--- config.mk ---
export PLATFORM = sky130hd
export DESIGN_NAME = cac_top
export DESIGN_NICKNAME = d
export VERILOG_FILES = /design/src/core/cac_pkg.sv /design/src/core/cac_top.sv
export SDC_FILE = /design/constraint.sdc
export NUM_CORES = 1
export LEC_CHECK = 0
export BUFFER_PORTS_ARGS = -buffer_cell sky130_fd_sc_hd__buf_2
export CORE_MARGIN = 4
export CORE_UTILIZATION = 63
export CTS_CLUSTER_DIAMETER = 100
export DETAILED_ROUTE_END_ITERATION = 6
export PLACE_DENSITY_LB_ADDON = 0.1
export SETUP_SLACK_MARGIN = 0.05
export SLEW_MARGIN = 20
export SYNTH_ARGS = -nofsm -noshare
export SYNTH_HDL_FRONTEND = slang
export SYNTH_SLANG_ARGS = --single-unit
--- constraint.sdc ---
create_clock -name clk -period 5.85 [get_ports clk]
set_input_delay 1.17 -clock clk [delete_from_list [all_inputs] [get_ports clk]]
set_output_delay 1.17 -clock clk [all_outputs]
set_load 0.1 [all_outputs]
--- src/core/cac_pkg.sv ---
// package for the charger auxiliary control block
// shared by the core and the bench; no tool assumptions
package cac_pkg;
  localparam int unsigned CLK_HZ = 10000000;
  // apb register byte offsets
  localparam logic [7:0] OFF_ZONE_CFG = 8'h00;
  localparam logic [7:0] OFF_CHG_CFG = 8'h04;
  localparam logic [7:0] OFF_CFG_SEVEN = 8'h08;
  localparam logic [7:0] OFF_PIN_CFG = 8'h0C;
  localparam logic [7:0] OFF_DITHER_CFG = 8'h10;
  localparam logic [7:0] OFF_STATUS = 8'h14;
  localparam logic [7:0] OFF_TARGETS = 8'h18;
  // timing
  localparam int unsigned T_LED_1HZ_HALF_MS = 500;
  localparam int unsigned T_LED_2HZ_HALF_MS = 250;
  localparam int unsigned T_ADAPTIVE_INPUT_LIMIT_MS = 1;
  localparam int unsigned T_SHIP_DEB_SHORT_MS = 100;
  localparam int unsigned T_SHIP_DEB_LONG_MS = 1000;
  localparam int unsigned T_UNPLUG_DEB_SHORT_MS = 1;
  localparam int unsigned T_UNPLUG_DEB_LONG_MS = 10;
  localparam int unsigned CYC_PER_MS = CLK_HZ / 1000;
  localparam int unsigned CYC_1HZ_HALF = T_LED_1HZ_HALF_MS * CYC_PER_MS;
  localparam int unsigned CYC_2HZ_HALF = T_LED_2HZ_HALF_MS * CYC_PER_MS;
  localparam int unsigned CYC_ADAPTIVE_INPUT_LIMIT = T_ADAPTIVE_INPUT_LIMIT_MS * CYC_PER_MS;
  localparam int unsigned CYC_SHIP_SHORT = T_SHIP_DEB_SHORT_MS * CYC_PER_MS;
  localparam int unsigned CYC_SHIP_LONG = T_SHIP_DEB_LONG_MS * CYC_PER_MS;
  localparam int unsigned CYC_UNPL_SHORT = T_UNPLUG_DEB_SHORT_MS * CYC_PER_MS;
  localparam int unsigned CYC_UNPL_LONG = T_UNPLUG_DEB_LONG_MS * CYC_PER_MS;
  // audio bootstrap refresh and dither repeat rates in hz
  localparam int unsigned F_AUDIO_REFRESH_HZ = 64000;
  localparam int unsigned F_TRI_HZ_X3 = 6400;
  localparam int unsigned F_PRN_HZ_X3 = 12800;
  localparam int unsigned F_TRI_AUDIO_HZ = 133;
  localparam int unsigned F_PRN_AUDIO_HZ = 267;
  localparam logic [16:0] DIV_AUDIO = 17'(CLK_HZ / F_AUDIO_REFRESH_HZ);
  localparam logic [16:0] DIV_TRI = 17'((3 * CLK_HZ) / F_TRI_HZ_X3);
  localparam logic [16:0] DIV_PRN = 17'((3 * CLK_HZ) / F_PRN_HZ_X3);
  localparam logic [16:0] DIV_TRI_AUDIO = 17'(CLK_HZ / F_TRI_AUDIO_HZ);
  localparam logic [16:0] DIV_PRN_AUDIO = 17'(CLK_HZ / F_PRN_AUDIO_HZ);
  localparam int unsigned CNT_W = 24;
  // field values
  localparam logic [3:0] MODE_BOOST = 4'h9;
  localparam logic [3:0] MODE_BOOST_OTG = 4'hA;
  localparam logic [5:0] UNPLUG_OFF = 6'h00;
  localparam logic [5:0] UNPLUG_5V = 6'h01;
  localparam logic [1:0] ENV_OFF = 2'h0;
  localparam logic [2:0] ZONE_CODE_COLD = 3'h0;
  localparam logic [2:0] ZONE_CODE_COOL = 3'h1;
  localparam logic [2:0] ZONE_CODE_NORMAL = 3'h2;
  localparam logic [2:0] ZONE_CODE_WARM = 3'h3;
  localparam logic [2:0] ZONE_CODE_HOT = 3'h4;
  localparam logic [3:0] DTLS_CHARGING = 4'h0;
  localparam logic [3:0] DTLS_TEMP_SUSPEND = 4'h1;
  localparam logic [3:0] DTLS_OFF = 4'h2;

  typedef enum logic [1:0] {LED_OFF, LED_FAST, LED_SLOW, LED_SOLID} cac_led_e;

  // charger status from the analog side
  typedef struct packed {
    logic chg_valid;
    logic buck_on;
    logic suspend;
    logic deep_suspend;
    logic battery_present;
    logic dcm;
    logic charging;
    logic top_off_done;
    logic fault_stop;
    logic above_unplug;
    logic adaptive_input_limit_low_current;
    logic headroom_low;
  } cac_ana_s;

  // targets handed to the regulation loops
  typedef struct packed {
    logic [7:0] cur;
    logic [7:0] volt;
    logic charge_en;
    logic timer_double;
    logic timer_reset;
  } cac_tgt_s;
endpackage

--- src/core/cac_top.sv ---
// charger auxiliary control: zones, ship mode, ext pin, led, dither
// assumes apb master on clk, analog status synchronous except thermistor
//
// The APB register port and the placing of the registers were decided locally.
`timescale 1ns/10ps
`default_nettype none
module cac_top (
  input wire logic clk,
  input wire logic sys_rst,
  input wire logic psel,
  input wire logic penable,
  input wire logic pwrite,
  input wire logic [7:0] paddr,
  input wire logic [31:0] pwdata,
  output logic [31:0] prdata,
  output logic pready,
  output logic pslverr,
  input wire logic [3:0] thermistor_input,
  input wire cac_pkg::cac_ana_s ana,
  input wire logic ship_exit_pin,
  output logic ext_switch_drive_pin_o,
  output logic ext_switch_drive_pin_oe_n,
  output logic led_on,
  output logic ship_mode_active,
  output logic charge_irq_pulse,
  output cac_pkg::cac_tgt_s tgt,
  output logic bootstrap_refresh,
  output logic [1:0] dither_envelope_o,
  output logic dither_pattern_o,
  output logic dither_active,
  output logic dither_tick,
  output logic [2:0] min_system_voltage_o
);
  // registers
  logic temp_zone_charge_enable_r, temp_zone_charge_enable_nxt;
  logic [7:0] fast_charge_current_r, fast_charge_current_nxt;
  logic [7:0] warm_zone_current_r, warm_zone_current_nxt;
  logic [7:0] termination_voltage_r, termination_voltage_nxt;
  logic [7:0] cool_zone_voltage_r, cool_zone_voltage_nxt;
  logic [7:0] warm_voltage_backoff_r, warm_voltage_backoff_nxt;
  logic [3:0] mode_r, mode_nxt;
  logic ship_req_wr, ship_exit_debounce_sel_r, ship_exit_debounce_sel_nxt;
  logic ext_switch_output_enable_r, ext_switch_output_enable_nxt;
  logic [5:0] unplug_threshold_r, unplug_threshold_nxt;
  logic unplug_debounce_sel_r, unplug_debounce_sel_nxt;
  logic adaptive_input_limit_en_r, adaptive_input_limit_en_nxt;
  logic led_mode_r, led_mode_nxt;
  logic audio_mode_r, audio_mode_nxt;
  logic [1:0] dither_envelope_r, dither_envelope_nxt;
  logic dither_pattern_r, dither_pattern_nxt;
  logic [2:0] min_system_voltage_r, min_system_voltage_nxt;
  logic wr_en, rd_hit;
  logic [31:0] rd_data;

  assign wr_en = psel && penable && pwrite;
  assign pready = 1'b1;

  always_comb begin
    temp_zone_charge_enable_nxt = temp_zone_charge_enable_r;
    fast_charge_current_nxt = fast_charge_current_r;
    warm_zone_current_nxt = warm_zone_current_r;
    termination_voltage_nxt = termination_voltage_r;
    cool_zone_voltage_nxt = cool_zone_voltage_r;
    warm_voltage_backoff_nxt = warm_voltage_backoff_r;
    mode_nxt = mode_r;
    ship_exit_debounce_sel_nxt = ship_exit_debounce_sel_r;
    ext_switch_output_enable_nxt = ext_switch_output_enable_r;
    unplug_threshold_nxt = unplug_threshold_r;
    unplug_debounce_sel_nxt = unplug_debounce_sel_r;
    adaptive_input_limit_en_nxt = adaptive_input_limit_en_r;
    led_mode_nxt = led_mode_r;
    audio_mode_nxt = audio_mode_r;
    dither_envelope_nxt = dither_envelope_r;
    dither_pattern_nxt = dither_pattern_r;
    min_system_voltage_nxt = min_system_voltage_r;
    ship_req_wr = 1'b0;
    if (wr_en) begin
      unique case (paddr)
        cac_pkg::OFF_ZONE_CFG: begin
          temp_zone_charge_enable_nxt = pwdata[0];
          warm_zone_current_nxt = pwdata[15:8];
          cool_zone_voltage_nxt = pwdata[23:16];
          warm_voltage_backoff_nxt = pwdata[31:24];
        end
        cac_pkg::OFF_CHG_CFG: begin
          fast_charge_current_nxt = pwdata[7:0];
          termination_voltage_nxt = pwdata[15:8];
          mode_nxt = pwdata[19:16];
          min_system_voltage_nxt = pwdata[22:20];
        end
        cac_pkg::OFF_CFG_SEVEN: begin
          ship_req_wr = pwdata[0];
          ship_exit_debounce_sel_nxt = pwdata[1];
        end
        cac_pkg::OFF_PIN_CFG: begin
          ext_switch_output_enable_nxt = pwdata[0];
          unplug_threshold_nxt = pwdata[13:8];
          unplug_debounce_sel_nxt = pwdata[16];
          adaptive_input_limit_en_nxt = pwdata[17];
          led_mode_nxt = pwdata[24];
        end
        cac_pkg::OFF_DITHER_CFG: begin
          dither_envelope_nxt = pwdata[1:0];
          dither_pattern_nxt = pwdata[4];
          audio_mode_nxt = pwdata[8];
        end
        default: begin
        end
      endcase
    end
  end

  always_ff @(posedge clk) begin
    if (sys_rst) begin
      temp_zone_charge_enable_r <= 1'b1;
      fast_charge_current_r <= 8'h00;
      warm_zone_current_r <= 8'h00;
      termination_voltage_r <= 8'h00;
      cool_zone_voltage_r <= 8'h00;
      warm_voltage_backoff_r <= 8'h00;
      mode_r <= 4'h0;
      ship_exit_debounce_sel_r <= 1'b0;
      ext_switch_output_enable_r <= 1'b0;
      unplug_threshold_r <= cac_pkg::UNPLUG_OFF;
      unplug_debounce_sel_r <= 1'b0;
      adaptive_input_limit_en_r <= 1'b0;
      led_mode_r <= 1'b0;
      audio_mode_r <= 1'b0;
      dither_envelope_r <= cac_pkg::ENV_OFF;
      dither_pattern_r <= 1'b0;
      min_system_voltage_r <= 3'h0;
    end else begin
      temp_zone_charge_enable_r <= temp_zone_charge_enable_nxt;
      fast_charge_current_r <= fast_charge_current_nxt;
      warm_zone_current_r <= warm_zone_current_nxt;
      termination_voltage_r <= termination_voltage_nxt;
      cool_zone_voltage_r <= cool_zone_voltage_nxt;
      warm_voltage_backoff_r <= warm_voltage_backoff_nxt;
      mode_r <= mode_nxt;
      ship_exit_debounce_sel_r <= ship_exit_debounce_sel_nxt;
      ext_switch_output_enable_r <= ext_switch_output_enable_nxt;
      unplug_threshold_r <= unplug_threshold_nxt;
      unplug_debounce_sel_r <= unplug_debounce_sel_nxt;
      adaptive_input_limit_en_r <= adaptive_input_limit_en_nxt;
      led_mode_r <= led_mode_nxt;
      audio_mode_r <= audio_mode_nxt;
      dither_envelope_r <= dither_envelope_nxt;
      dither_pattern_r <= dither_pattern_nxt;
      min_system_voltage_r <= min_system_voltage_nxt;
    end
  end

  // thermistor comparators: [0] above cold, [1] above cool, [2] above warm, [3] above hot
  logic [3:0] thm_meta_r, thm_sync_r;
  logic [2:0] zone_code;
  always_ff @(posedge clk) begin
    if (sys_rst) begin
      thm_meta_r <= 4'h0;
      thm_sync_r <= 4'h0;
    end else begin
      thm_meta_r <= thermistor_input;
      thm_sync_r <= thm_meta_r;
    end
  end

  always_comb begin
    if (!thm_sync_r[0]) zone_code = cac_pkg::ZONE_CODE_COLD;
    else if (thm_sync_r[3]) zone_code = cac_pkg::ZONE_CODE_HOT;
    else if (thm_sync_r[2]) zone_code = cac_pkg::ZONE_CODE_WARM;
    else if (!thm_sync_r[1]) zone_code = cac_pkg::ZONE_CODE_COOL;
    else zone_code = cac_pkg::ZONE_CODE_NORMAL;
  end

  // zone charging targets
  logic zone_en, in_cool, in_warm, temp_susp;
  logic temp_susp_r, temp_susp_nxt;
  logic [3:0] charge_detail_status_r, charge_detail_status_nxt;
  assign zone_en = temp_zone_charge_enable_r;
  assign in_cool = zone_en && (zone_code == cac_pkg::ZONE_CODE_COOL);
  assign in_warm = zone_en && (zone_code == cac_pkg::ZONE_CODE_WARM);
  assign temp_susp = zone_en && ((zone_code == cac_pkg::ZONE_CODE_COLD) ||
                                 (zone_code == cac_pkg::ZONE_CODE_HOT));

  always_comb begin
    tgt.cur = fast_charge_current_r;
    tgt.volt = termination_voltage_r;
    if (in_warm) begin
      tgt.cur = warm_zone_current_r;
      // saturate so a large backoff cannot wrap the target
      tgt.volt = (termination_voltage_r > warm_voltage_backoff_r) ?
                 8'(termination_voltage_r - warm_voltage_backoff_r) : 8'h00;
    end else if (in_cool) begin
      tgt.cur = {1'b0, fast_charge_current_r[7:1]};
      tgt.volt = cool_zone_voltage_r;
    end
    tgt.charge_en = !temp_susp;
    tgt.timer_double = in_cool;
    tgt.timer_reset = temp_susp_r != temp_susp;
  end

  always_comb begin
    temp_susp_nxt = temp_susp;
    if (temp_susp) charge_detail_status_nxt = cac_pkg::DTLS_TEMP_SUSPEND;
    else if (ana.charging) charge_detail_status_nxt = cac_pkg::DTLS_CHARGING;
    else charge_detail_status_nxt = cac_pkg::DTLS_OFF;
  end
  assign charge_irq_pulse = temp_susp && !temp_susp_r;

  always_ff @(posedge clk) begin
    if (sys_rst) begin
      temp_susp_r <= 1'b0;
      charge_detail_status_r <= cac_pkg::DTLS_OFF;
    end else begin
      temp_susp_r <= temp_susp_nxt;
      charge_detail_status_r <= charge_detail_status_nxt;
    end
  end

  // ship mode and exit debounce
  logic ship_r, ship_nxt;
  logic [cac_pkg::CNT_W-1:0] ship_cnt_r, ship_cnt_nxt, ship_lim;
  assign ship_lim = ship_exit_debounce_sel_r ? cac_pkg::CNT_W'(cac_pkg::CYC_SHIP_LONG) :
                    cac_pkg::CNT_W'(cac_pkg::CYC_SHIP_SHORT);
  always_comb begin
    ship_nxt = ship_r;
    ship_cnt_nxt = '0;
    if (ship_r) begin
      if (!ship_exit_pin) ship_cnt_nxt = ship_cnt_r + 1'b1;
      if (!ana.battery_present || ana.chg_valid || (ship_cnt_r >= ship_lim)) ship_nxt = 1'b0;
    end else if (ship_req_wr && !ana.chg_valid) begin
      ship_nxt = 1'b1;
    end
  end
  always_ff @(posedge clk) begin
    if (sys_rst) begin
      ship_r <= 1'b0;
      ship_cnt_r <= '0;
    end else begin
      ship_r <= ship_nxt;
      ship_cnt_r <= ship_cnt_nxt;
    end
  end
  assign ship_mode_active = ship_r;

  // power good comparator and debounce
  logic pg_raw, pg_r, pg_nxt, pg_pin_low;
  logic [cac_pkg::CNT_W-1:0] pg_cnt_r, pg_cnt_nxt, pg_lim;
  logic otg_mode;
  assign otg_mode = (mode_r == cac_pkg::MODE_BOOST) || (mode_r == cac_pkg::MODE_BOOST_OTG);
  always_comb begin
    if (unplug_threshold_r == cac_pkg::UNPLUG_5V) begin
      if (adaptive_input_limit_en_r) pg_raw = ana.chg_valid && !ana.adaptive_input_limit_low_current;
      else pg_raw = ana.chg_valid && !ana.headroom_low;
      pg_lim = adaptive_input_limit_en_r ? cac_pkg::CNT_W'(cac_pkg::CYC_ADAPTIVE_INPUT_LIMIT) : '0;
    end else begin
      pg_raw = ana.above_unplug;
      pg_lim = unplug_debounce_sel_r ? cac_pkg::CNT_W'(cac_pkg::CYC_UNPL_LONG) :
               cac_pkg::CNT_W'(cac_pkg::CYC_UNPL_SHORT);
    end
    pg_nxt = pg_r;
    pg_cnt_nxt = '0;
    // only the loss of input is debounced; recovery is immediate
    if (pg_raw) pg_nxt = 1'b1;
    else if (pg_cnt_r >= pg_lim) pg_nxt = 1'b0;
    else pg_cnt_nxt = pg_cnt_r + 1'b1;
  end
  always_ff @(posedge clk) begin
    if (sys_rst) begin
      pg_r <= 1'b0;
      pg_cnt_r <= '0;
    end else begin
      pg_r <= pg_nxt;
      pg_cnt_r <= pg_cnt_nxt;
    end
  end
  assign pg_pin_low = pg_r && !ship_r && !ana.deep_suspend && !otg_mode;

  // external switch / power good open drain pin
  logic ext_low;
  always_comb begin
    if (unplug_threshold_r != cac_pkg::UNPLUG_OFF) ext_low = pg_pin_low;
    else ext_low = ext_switch_output_enable_r &&
                   !((ana.chg_valid && ana.buck_on) || otg_mode);
  end
  assign ext_switch_drive_pin_o = 1'b0;
  assign ext_switch_drive_pin_oe_n = !ext_low;

  // status led
  cac_pkg::cac_led_e led_cls, led_cls_r;
  logic [cac_pkg::CNT_W-1:0] blink_cnt_r, blink_cnt_nxt, blink_lim;
  logic blink_ph_r, blink_ph_nxt;
  always_comb begin
    if (!ana.chg_valid || ana.suspend) led_cls = cac_pkg::LED_OFF;
    else if (ana.fault_stop || temp_susp) led_cls = led_mode_r ? cac_pkg::LED_OFF : cac_pkg::LED_FAST;
    else if (ana.top_off_done) led_cls = cac_pkg::LED_SOLID;
    else if (ana.charging) led_cls = cac_pkg::LED_SLOW;
    else led_cls = cac_pkg::LED_OFF;
    blink_lim = (led_cls == cac_pkg::LED_FAST) ? cac_pkg::CNT_W'(cac_pkg::CYC_2HZ_HALF - 1) :
                cac_pkg::CNT_W'(cac_pkg::CYC_1HZ_HALF - 1);
    blink_cnt_nxt = blink_cnt_r + 1'b1;
    blink_ph_nxt = blink_ph_r;
    if (led_cls != led_cls_r) begin
      blink_cnt_nxt = '0;
      blink_ph_nxt = 1'b1;
    end else if (blink_cnt_r >= blink_lim) begin
      blink_cnt_nxt = '0;
      blink_ph_nxt = !blink_ph_r;
    end
  end
  always_ff @(posedge clk) begin
    if (sys_rst) begin
      led_cls_r <= cac_pkg::LED_OFF;
      blink_cnt_r <= '0;
      blink_ph_r <= 1'b1;
      led_on <= 1'b0;
    end else begin
      led_cls_r <= led_cls;
      blink_cnt_r <= blink_cnt_nxt;
      blink_ph_r <= blink_ph_nxt;
      unique case (led_cls)
        cac_pkg::LED_OFF: led_on <= 1'b0;
        cac_pkg::LED_SOLID: led_on <= 1'b1;
        cac_pkg::LED_FAST, cac_pkg::LED_SLOW: led_on <= blink_ph_nxt;
      endcase
    end
  end

  // audio refresh and dither repeat tick
  logic [16:0] aud_cnt_r, aud_cnt_nxt, dit_cnt_r, dit_cnt_nxt, dit_div;
  logic dither_on;
  assign dither_on = (dither_envelope_r != cac_pkg::ENV_OFF) && !ana.dcm;
  always_comb begin
    if (audio_mode_r) dit_div = dither_pattern_r ? cac_pkg::DIV_PRN_AUDIO : cac_pkg::DIV_TRI_AUDIO;
    else dit_div = dither_pattern_r ? cac_pkg::DIV_PRN : cac_pkg::DIV_TRI;
    aud_cnt_nxt = '0;
    if (audio_mode_r && (aud_cnt_r < cac_pkg::DIV_AUDIO - 17'h00001)) aud_cnt_nxt = aud_cnt_r + 17'h00001;
    dit_cnt_nxt = '0;
    if (dither_on && (dit_cnt_r < dit_div - 17'h00001)) dit_cnt_nxt = dit_cnt_r + 17'h00001;
  end
  always_ff @(posedge clk) begin
    if (sys_rst) begin
      aud_cnt_r <= '0;
      dit_cnt_r <= '0;
      bootstrap_refresh <= 1'b0;
      dither_tick <= 1'b0;
    end else begin
      aud_cnt_r <= aud_cnt_nxt;
      dit_cnt_r <= dit_cnt_nxt;
      bootstrap_refresh <= audio_mode_r && (aud_cnt_r == cac_pkg::DIV_AUDIO - 17'h00001);
      dither_tick <= dither_on && (dit_cnt_r == dit_div - 17'h00001);
    end
  end
  assign dither_active = dither_on;
  assign dither_envelope_o = dither_on ? dither_envelope_r : cac_pkg::ENV_OFF;
  assign dither_pattern_o = dither_pattern_r;
  assign min_system_voltage_o = min_system_voltage_r;

  // apb read
  always_comb begin
    rd_hit = 1'b1;
    rd_data = '0;
    unique case (paddr)
      cac_pkg::OFF_ZONE_CFG: rd_data = {warm_voltage_backoff_r, cool_zone_voltage_r, warm_zone_current_r,
                                        7'h00, temp_zone_charge_enable_r};
      cac_pkg::OFF_CHG_CFG: rd_data = {9'h000, min_system_voltage_r, mode_r, termination_voltage_r,
                                       fast_charge_current_r};
      cac_pkg::OFF_CFG_SEVEN: rd_data = {30'h0, ship_exit_debounce_sel_r, ship_r};
      cac_pkg::OFF_PIN_CFG: rd_data = {7'h00, led_mode_r, 6'h00, adaptive_input_limit_en_r, unplug_debounce_sel_r,
                                       2'h0, unplug_threshold_r, 7'h00, ext_switch_output_enable_r};
      cac_pkg::OFF_DITHER_CFG: rd_data = {23'h0, audio_mode_r, 3'h0, dither_pattern_r, 2'h0, dither_envelope_r};
      cac_pkg::OFF_STATUS: rd_data = {20'h0, dither_on, led_on, pg_r, ship_r, 1'b0, zone_code,
                                      charge_detail_status_r};
      cac_pkg::OFF_TARGETS: rd_data = {13'h0, tgt.timer_double, tgt.charge_en, 1'b0, tgt.volt, tgt.cur};
      default: rd_hit = 1'b0;
    endcase
  end
  assign prdata = rd_data;
  assign pslverr = psel && penable && !rd_hit;
endmodule
`default_nettype wire

==> summary.md <==
| Metric | Value |
|---|---|
| Mapped cell area | 0.009997 mm2 |
| Count of endpoints failing setup in the final report | 0 |
| Reg-to-reg endpoint | blink_cnt_r[8]$_SDFF_PP0_ |
| Worst setup SP type | input pin |
| Hold Violations, Final | 0 |
| Most repeated cell in the gate-level netlist after synthesis | dfxtp_1 |
| Fin crit share | 81.69% |
| 1st-iter DRT viols | 891 |
| Worst-case reg-to-reg path depth | 12 |
| Post-CTS Hold Buffers | 0 |
| Worst Min Path Start | thm_meta_r[1]$_SDFF_PP0_ |
| Maximum net fanout on the critical path | 18 |
| Final routed DRC violation total | 1 |
| Horizontal die dimension | 134.0 um |
| Max-slew violation count | 0 |
| Finished Layout Cells | 1,534 |
| Number of register bits inferred by synthesis | 187 |
| Largest net degree at the start of global routing | 54 |
| Worst vdd rail ir drop | 0.0002473 V |
| Starting Density | 65.04% |
| Standard cell with the maximum stage delay on the critical path | nor3_4 |
| Most instantiated flip-flop cell in the synthesis netlist | dfxtp_1 |
| Clock insertion delay at the later pin of the skew report | 440 ps |
| Synthesized netlist cell count | 1,195 |
| Cell Area, Placed | 0.01075 mm2 |
| Routed WL per cell | 17.11 um |
| Share of post-route cells with drive strength above 1 | 14.52% |
| Vias after detailed routing | 9,213 |
| CTS clk-pin slew, worst paths | 70 ps |
| Final worst-path setup slack | 1071 ps |
| Failing checks | design-rule violations |
| Power per cell area | 224.5 mW/mm2 |
| Largest cells by area after synthesis | dfxtp_1 (37%), ha_1 (7.9%), nand2_1 (6.6%) |
| Post-CTS setup buffer count | 0 |
| Portion of total power attributed to combinational logic | 4.8% |
| Level count of the clock H-tree | 4 |
| Crit path buf inv count | 2 |
| GRT Residual Overflow | 0 |
| Area of all placed cells without fillers | 0.01134 mm2 |
| Number of clock sinks | 187 |
| Fmax | 209.3 MHz |
| Sequential share of power | 50.7% |
| Boundary Pins | 129 |
| Via count of the first global-routing pass | 8,624 |
| Cells along the critical path | buf_2, or4_4, nor3_4, a22o_1, a221oi_1, o21a_1, o41ai_2, buf_2 |
| Number of standard-cell rows in the floorplan | 45 |
| Filler cells | 1,218 |
| Number of antenna violations at the first check in global routing | 0 |
| Clock network power share | 44.5% |
| Status | finished with violations |
| Synth warnings | 0 |
| Number of buffers inserted by port buffering | 126 |
| Area fraction of the dominant cell type after synthesis | 37.45% |
| Synth cell count leaders | dfxtp_1 (187), nand2_1 (176), a21oi_1 (86), nor2_1 (74), ha_1 (63) |
| Hpwl dp | 18,760 um |
| Max incr delay on CP | 670 ps |
| Height of the chip | 134.0 um |
| Global placement routability congestion | 1.057 |
| Synth cell types | 80 |
| Final-layout worst hold slack | 455.2 ps |
| Classification of the worst-slack hold path | reg2reg |
| Syn Area/Cell | 8.366 um2 |
| Average via count per standard cell | 6.006 |
| Leading area contributor after synthesis | dfxtp_1 |
| Leakage power figure | 4.391 nW |
| Global-route wire length before repair | 42,420 um |
| RR Startpoint | thm_sync_r[0]$_SDFF_PP0_ |
| Register area share after synthesis | 37.45% |
| Hold Path Sink | thm_sync_r[1]$_SDFF_PP0_ |
| Maximum count of clock buffers along a single path | 2 |
| Time the final worst path needs with I/O delays and setup | 4779 ps |
| Resized Gates After CTS | 0 |
| Number of max-capacitance violations reported | 0 |
| Overall Global Routing Usage | 28.84% |
| Std-Cell Core Area | 0.01537 mm2 |
| TritonCTS buffer count | 17 |
| TritonCTS clock tree | done |
| Share of synthesized flip-flops with an asynchronous set or reset | 0% |
| Slew at the pin with the worst max-slew slack | 1087 ps |
| Hold Path Depth | 1 |
| Layout Area Growth over Synthesis | 13.48% |
| Switching power | 0.6271 mW |
| Number of placed cells counting well taps | 1,501 |
| Worst path most repeated cell | buf_2 |
| Unrepaired setup endpoints after global routing | false |
| Startpoint-to-endpoint class of the critical path | in2out |
| Data required time of the critical path | 4680 ps |
| Die footprint | 0.01795 mm2 |
| Maximum clock skew at final layout | 11.12 ps |
| Count of flip-flops with a built-in enable after synthesis | 0 |
| Crit. End Element | output pin |
| Flop-to-flop setup slack | 2030 ps |
| Remaining number of nets flagged by the antenna check after routing | 0 |
| Total design power | 2.546 mW |
| Normalized max-slew margin | 27.55% |
| Setup WS pre-CTS | 1125 ps |
| Switching Fraction | 24.63% |
| NumNets Final | 1,435 |
| Dominant delay contributor by cell family on the critical path | simple AND/OR/NAND/NOR gates |
| Internal portion of total power | 1.919 mW |
| Cell at the root of the clock tree | clkbuf_16 |
| Aggregate routed wire length | 26,250 um |
| Crit path arrival time | 3610 ps |
| Router iterations before antenna repair | 7 |
-- cells in the final DEF (no fill, tap or decap), types with 7 or more instances in the layout --
cell type  instances
buf_4              7
dfxtp_1          187
nor2b_1           20
nand3_1           59
o31ai_1            7
a22oi_1           12
a22o_1            11
a21o_1             9
nor3_2             9
a21oi_1           86
nor2_1            74
and3_1            20
and4_1            11
or3_1              7
ha_1              63
o21a_1             9
conb_1            17
nand2_1          176
nor3_1            60
o21ai_0           33
nor4_1            13
nor3b_1            9
nand4_1           23
clkbuf_16         17
xnor2_1           30
xor2_1            54
inv_1             47
nand2b_1           7
buf_2            126
a31oi_1           11
-- per-layer routing --
layer | track usage, % | vias to the layer above | part of all wire, %
met3 | 5.476 | 68 | 8.8
li1 | - | 4469 | -
met2 | 46.52 | 414 | 46
met4 | 11.54 | 0 | 2.9
met5 | 0 | - | 0
met1 | 38.28 | 4262 | 42
-- cell type report --
| class | instances | area (um2) | area share [%] |
|---|---|---|---|
| diodes | 1 | 2.502 | 0.02206 |
| inverters | 48 | 180.2 | 1.588 |
| well taps | 211 | 264.0 | 2.327 |
| clock inverters | 15 | 165.2 | 1.456 |
| clock buffers | 17 | 425.4 | 3.750 |
| repair buffers | 133 | 683.2 | 6.022 |
| flip-flops and latches | 187 | 3744 | 33.00 |
| multi-input cells | 922 | 5881 | 51.84 |
-- per-stage QoR --
stage | utilization [%] | TNS (ps)
final | 73.81 | 0
after global routing | 73.79 | 0
after CTS | 73.79 | 0
after detailed placement | 69.95 | 0
after global placement | 69.89 | 0
after floorplan | - | -691.9
-- state kept, by name, summed over array words and instances (netlist names), 6 cells and up --
register and cells:
fast_charge_current_r 8, ship_cnt_r 24, warm_zone_current_r 8, blink_cnt_r 24, pg_cnt_r 24, warm_voltage_backoff_r 8, aud_cnt_r 17, dit_cnt_r 17
cool_zone_voltage_r 8, unplug_threshold_r 6, termination_voltage_r 8
-- cells by family after synthesis --
group,Yosys count,synth area share (%)
AO/OA/AOI/OAI,229,14.93
flip-flops,187,37.45
buffers and inverters,101,4.531
other,2,0.07512
multiplexers,4,0.5257
adder cells (fa/ha/maj),64,8.085
XOR/XNOR,84,7.359
AND/OR/NAND/NOR,524,27.05
-- worst max-delay path by stage --
stage / slack (ps) / cells past startpoint / startpoint / to
floorplan: -100 / 3 / paddr[5] / prdata[25]
global placement: 1130 / 8 / paddr[5] / prdata[8]
detailed placement: 1130 / 8 / paddr[5] / prdata[8]
CTS: 1120 / 8 / paddr[5] / prdata[8]
global route: 1000 / 8 / paddr[5] / prdata[8]
finish: 1070 / 8 / paddr[5] / prdata[8]
-- power groups by stage --
stage | combinational, mW | sequential, mW | clock, mW
after global placement | 0.119 | 1.32 | 0
after global routing | 0.130 | 1.29 | 1.21
final | 0.122 | 1.29 | 1.13
after floorplan | 0.0792 | 1.32 | 0
after detailed placement | 0.120 | 1.32 | 0
after CTS | 0.120 | 1.29 | 1.15
Note: power is estimated with default switching activity, not from simulation.
